### src/core/pio_pkg.sv
// Constants, types and address decode for the peripheral I/O area access path
package pio_pkg;
    // Peripheral I/O window, 4 KB
    localparam logic [31:0] AREA_BASE = 32'h03FFF000;
    localparam logic [31:0] AREA_LAST = 32'h03FFFFFF;
    localparam int AREA_BYTES = 4096;
    // Step from lower to upper halfword of a split word
    localparam logic [31:0] HALF_STEP = 32'h00000002;
    // Mask clearing the two lowest address bits
    localparam logic [31:0] WORD_MASK = 32'hFFFFFFFC;
    // Halfword bus byte enables
    localparam logic [1:0] BE_NONE = 2'h0;
    localparam logic [1:0] BE_LOW = 2'h1;
    localparam logic [1:0] BE_HIGH = 2'h2;
    localparam logic [1:0] BE_BOTH = 2'h3;
    // Reset values
    localparam logic [31:0] ADDR_RST = 32'h00000000;
    localparam logic [31:0] DATA_RST = 32'h00000000;
    localparam logic [15:0] HALF_RST = 16'h0000;

    // Access size from the CPU data bus
    typedef enum logic [1:0] {
        SZ_BYTE,
        SZ_HALF,
        SZ_WORD
    } size_t;

    // True when the address falls inside the peripheral window
    function automatic logic in_area(input logic [31:0] addr);
        in_area = (addr >= AREA_BASE) && (addr <= AREA_LAST);
    endfunction
endpackage

### src/core/fetch_if.sv
// Fetch request and verdict signals between the bridge and its fetch guard
`timescale 1ns/1ps
interface fetch_if;
    logic req;         // Fetch request
    logic [31:0] addr; // Fetch address
    logic spec;        // Request is a speculative prefetch
    logic pass;        // Fetch forwarded to memory
    logic err;         // Demand fetch refused
    logic void_f;      // Speculative fetch dropped
    modport guard (input req, input addr, input spec, output pass, output err, output void_f);
    modport user (output req, output addr, output spec, input pass, input err, input void_f);
endinterface

### src/core/fetch_guard.sv
// Instruction fetch guard keeping fetches out of the peripheral window
`timescale 1ns/1ps
module fetch_guard (
    input wire logic clk,   // System clock
    input wire logic nrst,  // Synchronous reset, active low
    fetch_if.guard fi       // Fetch request and verdict
);
    logic pass_q;
    logic err_q;
    logic void_q;
    logic hit;

    assign hit = pio_pkg::in_area(fi.addr);

    // Verdict pulses one cycle after each request
    always_ff @(posedge clk) begin
        if (!nrst) begin
            pass_q <= 1'b0;
            err_q <= 1'b0;
            void_q <= 1'b0;
        end else begin
            pass_q <= fi.req && !hit;
            err_q <= fi.req && hit && !fi.spec;
            void_q <= fi.req && hit && fi.spec;
        end
    end

    assign fi.pass = pass_q;
    assign fi.err = err_q;
    assign fi.void_f = void_q;
endmodule

### src/core/pio_bridge.sv
// CPU to on-chip peripheral I/O area bridge with halfword bus splitting
// Summary of operation
// - The window 03FFF000H to 03FFFFFFH is the peripheral area and fetches from it are never served.
// - A word access becomes two halfword cycles, lower then upper, with address bits 1:0 ignored.
// - A halfword access to a byte register writes only the low byte and reads an undefined high byte.
// - A prefetch from the top of internal RAM never crosses into the peripheral window.
`timescale 1ns/1ps
module pio_bridge (
    input wire logic clk,             // System clock, 10 MHz
    input wire logic nrst,            // Synchronous reset, active low
    input wire logic d_req,           // Data access request
    input wire logic [31:0] d_addr,   // Data access address
    input wire pio_pkg::size_t d_size, // Access size
    input wire logic d_we,            // Write when high
    input wire logic [31:0] d_wdata,  // Write data, low aligned
    output logic d_hit,               // Address is in the window
    output logic d_ready,             // Bridge can take a request
    output logic d_ack,               // Access complete pulse
    output logic [31:0] d_rdata,      // Read data
    input wire logic f_req,           // Fetch request
    input wire logic [31:0] f_addr,   // Fetch address
    input wire logic f_spec,          // Fetch is speculative
    output logic f_pass,              // Fetch forwarded to memory
    output logic f_err,               // Fetch refused
    output logic f_void,              // Speculative fetch dropped
    output logic p_req,               // Peripheral cycle request
    output logic [31:0] p_addr,       // Peripheral halfword address
    output logic p_we,                // Peripheral write
    output logic [1:0] p_be,          // Peripheral byte enables
    output logic [15:0] p_wdata,      // Peripheral write data
    input wire logic [15:0] p_rdata,  // Peripheral read data
    input wire logic p_ack,           // Peripheral cycle done
    input wire logic p_byte_reg       // Addressed register is byte wide
);
    typedef enum logic [1:0] {
        ST_IDLE,
        ST_LOW,
        ST_HIGH
    } state_t;

    state_t state_q;
    logic [31:0] addr_q;
    logic [31:0] wdata_q;
    logic [15:0] low_q;
    pio_pkg::size_t size_q;
    logic we_q;
    logic take;
    logic ack_q;
    logic [31:0] rdata_q;
    logic [1:0] be_raw;

    fetch_if fi ();

    // Fetch path through the guard
    assign fi.req = f_req;
    assign fi.addr = f_addr;
    assign fi.spec = f_spec;
    assign f_pass = fi.pass;
    assign f_err = fi.err;
    assign f_void = fi.void_f;

    fetch_guard u_guard (
        .clk(clk),
        .nrst(nrst),
        .fi(fi)
    );

    // Claim of the window and request acceptance
    assign d_hit = pio_pkg::in_area(d_addr);
    assign d_ready = (state_q == ST_IDLE);
    assign take = d_req && d_hit && d_ready;

    // Access sequencing
    always_ff @(posedge clk) begin
        if (!nrst) begin
            state_q <= ST_IDLE;
        end else begin
            case (state_q)
                ST_IDLE: begin
                    if (take) begin
                        state_q <= ST_LOW;
                    end
                end
                ST_LOW: begin
                    if (p_ack && size_q == pio_pkg::SZ_WORD) begin
                        state_q <= ST_HIGH;
                    end else if (p_ack) begin
                        state_q <= ST_IDLE;
                    end
                end
                ST_HIGH: begin
                    if (p_ack) begin
                        state_q <= ST_IDLE;
                    end
                end
                default: begin
                    state_q <= ST_IDLE;
                end
            endcase
        end
    end

    // Captured access and address stepping
    always_ff @(posedge clk) begin
        if (!nrst) begin
            addr_q <= pio_pkg::ADDR_RST;
            wdata_q <= pio_pkg::DATA_RST;
            size_q <= pio_pkg::SZ_BYTE;
            we_q <= 1'b0;
        end else if (take) begin
            size_q <= d_size;
            we_q <= d_we;
            wdata_q <= d_wdata;
            if (d_size == pio_pkg::SZ_WORD) begin
                addr_q <= d_addr & pio_pkg::WORD_MASK;
            end else begin
                addr_q <= d_addr;
            end
        end else if (state_q == ST_LOW && p_ack && size_q == pio_pkg::SZ_WORD) begin
            addr_q <= addr_q + pio_pkg::HALF_STEP;
        end
    end

    // Lower halfword kept while the upper one is read
    always_ff @(posedge clk) begin
        if (!nrst) begin
            low_q <= pio_pkg::HALF_RST;
        end else if (state_q == ST_LOW && p_ack) begin
            low_q <= p_rdata;
        end
    end

    // Completion pulse and assembled read data
    always_ff @(posedge clk) begin
        if (!nrst) begin
            ack_q <= 1'b0;
            rdata_q <= pio_pkg::DATA_RST;
        end else begin
            ack_q <= p_ack && (state_q == ST_HIGH || (state_q == ST_LOW && size_q != pio_pkg::SZ_WORD));
            if (state_q == ST_HIGH && p_ack) begin
                rdata_q <= {p_rdata, low_q};
            end else if (state_q == ST_LOW && p_ack && size_q == pio_pkg::SZ_HALF) begin
                rdata_q <= {16'h0000, p_rdata};
            end else if (state_q == ST_LOW && p_ack && size_q == pio_pkg::SZ_BYTE) begin
                rdata_q <= {24'h000000, addr_q[0] ? p_rdata[15:8] : p_rdata[7:0]};
            end
        end
    end

    assign d_ack = ack_q;
    assign d_rdata = rdata_q;

    // Halfword bus drive
    assign p_req = (state_q == ST_LOW) || (state_q == ST_HIGH);
    assign p_addr = addr_q;
    assign p_we = we_q && p_req;
    assign p_wdata = (state_q == ST_HIGH) ? wdata_q[31:16] :
        (size_q == pio_pkg::SZ_BYTE ? {wdata_q[7:0], wdata_q[7:0]} : wdata_q[15:0]);

    // Byte enables, narrowed to the low byte for halfword and word accesses to byte-wide registers
    always_comb begin
        be_raw = pio_pkg::BE_BOTH;
        if (size_q == pio_pkg::SZ_BYTE) begin
            be_raw = addr_q[0] ? pio_pkg::BE_HIGH : pio_pkg::BE_LOW;
        end
        if (!p_req) begin
            p_be = pio_pkg::BE_NONE;
        end else if (p_byte_reg && size_q != pio_pkg::SZ_BYTE) begin
            p_be = pio_pkg::BE_LOW;
        end else begin
            p_be = be_raw;
        end
    end
endmodule

### config.mk
export PLATFORM = sky130hd
export DESIGN_NAME = pio_bridge
export DESIGN_NICKNAME = d
export VERILOG_FILES = /design/src/core/pio_pkg.sv /design/src/core/fetch_if.sv /design/src/core/fetch_guard.sv /design/src/core/pio_bridge.sv
export SDC_FILE = /design/constraint.sdc
export NUM_CORES = 1
export LEC_CHECK = 0
export ABC_AREA = 1
export CAP_MARGIN = 25
export CORE_ASPECT_RATIO = 1.25
export CORE_MARGIN = 2
export CORE_UTILIZATION = 60
export DETAILED_ROUTE_END_ITERATION = 12
export DONT_BUFFER_PORTS = 1
export GPL_TIMING_DRIVEN = 1
export PLACE_DENSITY = 0.76
export SYNTH_ARGS = -nofsm -noshare
export SYNTH_HDL_FRONTEND = slang
export SYNTH_SLANG_ARGS = --single-unit
### constraint.sdc
create_clock -name clk -period 2.5 [get_ports clk]
set_clock_uncertainty 0.1 [all_clocks]
set_input_delay 0 -clock clk [delete_from_list [all_inputs] [get_ports clk]]
set_output_delay 0 -clock clk [all_outputs]
set_load 0.02 [all_outputs]
==> flow_results.xml <==
<?xml version="1.0" encoding="UTF-8"?>
<metrics>
  <group name="status">
    <metric name="status" unit="">finished, final reports clean</metric>
  </group>
  <group name="detailed_routing">
    <metric name="drc" unit="">0</metric>
    <metric name="wirelength" unit="um">20100</metric>
    <metric name="wl_per_cell" unit="um">17.1</metric>
    <metric name="drt_iter0_markers" unit="">508</metric>
    <metric name="detail_route.first_pass.iterations" unit="">5</metric>
    <metric name="vias_per_cell" unit="">5.79</metric>
    <metric name="drt.antenna.violating_nets" unit="">0</metric>
    <metric name="via_count" unit="">6791</metric>
  </group>
  <group name="critical_path">
    <metric name="crit_path_end_kind" unit="">flop</metric>
    <metric name="worst-endpoint-arrival" unit="ns">2.58</metric>
    <metric name="critPathLaunch" unit="">state_q[0]</metric>
    <metric name="crit_path_start_kind" unit="">flop</metric>
    <metric name="timing.critical_path.required" unit="ns">2.68</metric>
    <metric name="path_max_fanout" unit="">39</metric>
    <metric name="critical_path_class" unit="">reg -&gt; reg</metric>
    <metric name="crit-reg2reg-launch" unit="">state_q[0]</metric>
  </group>
  <group name="power">
    <metric name="p_clk_share" unit="%">42.7</metric>
    <metric name="sw_frac_of_total" unit="%">32.1</metric>
    <metric name="p_int" unit="uW">3770</metric>
    <metric name="pwr-share-comb" unit="%">17.1</metric>
    <metric name="irDropWorstVdd" unit="mV">0.646</metric>
    <metric name="finalPower" unit="uW">5550</metric>
    <metric name="power.density" unit="mW/mm2">692</metric>
    <metric name="total_switching_power" unit="uW">1780</metric>
    <metric name="cellLeakagePower" unit="uW">0.00335</metric>
    <metric name="power_frac_seq" unit="%">40.2</metric>
  </group>
  <group name="clocking">
    <metric name="insertion_delay" unit="ns">0.41</metric>
    <metric name="cts_sinks" unit="">121</metric>
    <metric name="root_buffer_selected_by_cts" unit="">sky130_fd_sc_hd__clkbuf_16</metric>
    <metric name="cts_inserted_buffers" unit="">17</metric>
    <metric name="max-clock-path-buffers" unit="">2</metric>
    <metric name="cts_tree" unit="">yes</metric>
    <metric name="postCtsSetupBuffers" unit="">0</metric>
    <metric name="cts-htree-levels" unit="">4</metric>
    <metric name="clock_slew_at_reported_path_ffs" unit="ns">0.06</metric>
  </group>
  <group name="floorplanning">
    <metric name="num_rows" unit="">41</metric>
    <metric name="die_x" unit="um">95.1</metric>
    <metric name="design.die.area" unit="mm2">0.0112</metric>
    <metric name="die_height" unit="um">118</metric>
    <metric name="initial_core_utilization" unit="%">61.6</metric>
    <metric name="num_io_pins" unit="">212</metric>
    <metric name="coreArea" unit="mm2">0.0101</metric>
  </group>
  <group name="hold_path">
    <metric name="hold_path_class" unit="">in -&gt; reg</metric>
    <metric name="worst_hold_startpoint" unit="">d_addr[31]</metric>
  </group>
  <group name="global_route">
    <metric name="globalRouteOverflowTotal" unit="">0</metric>
    <metric name="largest_net_degree_at_the_start_of_global_routing" unit="">85</metric>
    <metric name="antenna_found_initial" unit="">0</metric>
    <metric name="grt_first_pass_wirelength" unit="um">31900</metric>
    <metric name="grt_pass1_vias" unit="">6730</metric>
    <metric name="groute.usage.overall" unit="%">35.6</metric>
  </group>
  <group name="cells_and_area">
    <metric name="areaGrowthSynthToFinish" unit="%">28.9</metric>
    <metric name="most-common-layout-cells" unit="">221 x sky130_fd_sc_hd__nand2_1, 121 x sky130_fd_sc_hd__dfxtp_1, 107 x sky130_fd_sc_hd__dlygate4sd3_1</metric>
    <metric name="mostFrequentLayoutCell" unit="">sky130_fd_sc_hd__nand2_1</metric>
    <metric name="layout_cells_sized_above_1" unit="%">9.10</metric>
    <metric name="design.final.nets" unit="">1158</metric>
    <metric name="antenna_cells" unit="">0</metric>
  </group>
  <group name="logic_synthesis">
    <metric name="syn_area" unit="mm2">0.00622</metric>
    <metric name="number_of_library_cell_types_mapped_by_synthesis" unit="">40</metric>
    <metric name="syn-mean-instance-area" unit="um2">6.75</metric>
    <metric name="synthCells" unit="">922</metric>
    <metric name="synth_seq_cells" unit="">121</metric>
    <metric name="postSynthNetCount" unit="">1049</metric>
    <metric name="yosys_warnings" unit="">0</metric>
    <metric name="synth-seq-area-share" unit="%">38.9</metric>
  </group>
  <group name="sta">
    <metric name="report.final.setup_viol" unit="">0</metric>
    <metric name="hold_violations" unit="">0</metric>
    <metric name="rsz0062_at_grt" unit="">false</metric>
    <metric name="finalCriticalPeriod" unit="ns">2.40</metric>
    <metric name="tns" unit="ns">0</metric>
    <metric name="max_slew.worst_pin.slew" unit="ns">0.846</metric>
    <metric name="timing.fmax" unit="GHz">0.417</metric>
    <metric name="min_period_over_period" unit="%">96.0</metric>
    <metric name="max_slew_margin" unit="%">43.0</metric>
    <metric name="final_max_slew_viol_count" unit="">0</metric>
  </group>
  <group name="placed_design">
    <metric name="count_of_buffers_from_port_buffering" unit="">0</metric>
    <metric name="dp_wirelength" unit="um">11700</metric>
    <metric name="finalWeightedCongestion" unit="">0.890</metric>
  </group>
  <group name="run">
    <metric name="cap_violations" unit="">0</metric>
  </group>
</metrics>
==> cell type report <==
| cell class | count | area [um2] |
|---|---|---|
| clock inverter | 15 | 140 |
| clock buffer | 17 | 425 |
| inverter | 107 | 402 |
| timing repair buffer | 129 | 1270 |
| fill | 670 | 2080 |
| sequential | 121 | 2420 |
| tap | 129 | 161 |
| multi-input combinational | 655 | 3200 |
==> synth_stat cells (all sizes together) <==
| master | count | area share (%) |
|---|---|---|
| a21boi | 3 | 0.36 |
| a21o | 1 | 0.12 |
| a21oi | 89 | 7.2 |
| a31oi | 1 | 0.10 |
| and2 | 1 | 0.10 |
| buf | 23 | 2.5 |
| clkbuf | 17 | 1.0 |
| dfxtp | 121 | 39 |
| ha | 5 | 1.0 |
| inv | 107 | 6.5 |
| nand2 | 232 | 14 |
| nand3 | 51 | 4.6 |
| nand3b | 4 | 0.48 |
| nand4 | 15 | 1.7 |
| nor2 | 115 | 7.8 |
| nor3 | 6 | 0.56 |
| nor3b | 2 | 0.24 |
| nor4 | 1 | 0.10 |
| o211ai | 24 | 2.9 |
| o21a | 1 | 0.12 |
| o21ai | 88 | 7.3 |
| o21bai | 1 | 0.12 |
| or2 | 1 | 0.10 |
| xnor2 | 5 | 0.70 |
| xor2 | 8 | 1.1 |
==> stage by stage <==
step                      util (%)  setup WS (ns)  cell area, um2  instances  hold WS, ns
after floorplan                  -          0.760            6220        922      -0.0224
after global placement        62.6          0.441            6320       1032      -0.0205
after detailed placement      62.6          0.324            6320       1032      -0.0187
after CTS                     79.0         0.0783            7980       1171      0.00660
after global routing          79.4      0.0000866            8020       1173       0.0649
final                         79.4          0.101            8020       1173       0.0313
==> logic make-up after synthesis <==
family / Yosys count / share of synthesized area, %
compound gates: 208 / 18.1
xor+xnor: 13 / 1.83
fa+ha+maj: 5 / 1.01
buf+inv: 147 / 9.97
flops: 121 / 38.9
simple gates: 428 / 30.2
==> flip-flops by register name (all words and copies together) (netlist names) <==
signal,flops
u_guard.fi.void_f,1
state_q,2
u_guard.fi.err,1
d_ack,1
u_guard.fi.pass,1
p_addr,32
size_q,2
d_rdata,32
low_q,16
we_q,1
wdata_q,32
==> path summary, 6_finish.rpt <==
kind                      end  slack, ns  cells after the start
hold / removal     p_addr[31]       0.03                      6
setup / recovery   wdata_q[6]       0.10                      8
setup reg to reg   wdata_q[6]       0.10                      8
hold reg to reg   wdata_q[24]       0.35                      2
==> power by group through the flow <==
stage	registers, uW	logic, uW	clock network [uW]
floorplan	2240	592	0
global placement	2270	716	0
detailed placement	2270	744	0
CTS	2230	891	2370
global route	2250	1030	2460
finish	2230	949	2370
==> layer usage <==
layer,vias up,wire (um),global-route usage (%)
met2,357,10400,61.4
met3,80,1570,10.9
met5,-,0,0
li1,3207,-,-
met1,3147,7300,37.6
met4,0,823,19.6
==> worst max-delay path: stages, from the launching register on <==
cell                            delay, ns
sky130_fd_sc_hd__dfxtp_1             0.34
sky130_fd_sc_hd__inv_1               0.12
sky130_fd_sc_hd__ha_2                0.24
sky130_fd_sc_hd__buf_4               0.21
sky130_fd_sc_hd__nand4_2             0.18
sky130_fd_sc_hd__buf_12              0.21
sky130_fd_sc_hd__o21ai_0             0.17
sky130_fd_sc_hd__dlygate4sd3_1       0.60
sky130_fd_sc_hd__a21oi_1             0.07
==> what timing repair did <==
| action | in CTS | in global routing |
|---|---|---|
| hold endpoints to repair | 121 | 18 |
| hold buffers | 107 | 1 |
| resized for setup | 0 | 5 |
| setup endpoints to repair | 0 | 27 |
Power figures use the tool's default switching activity.
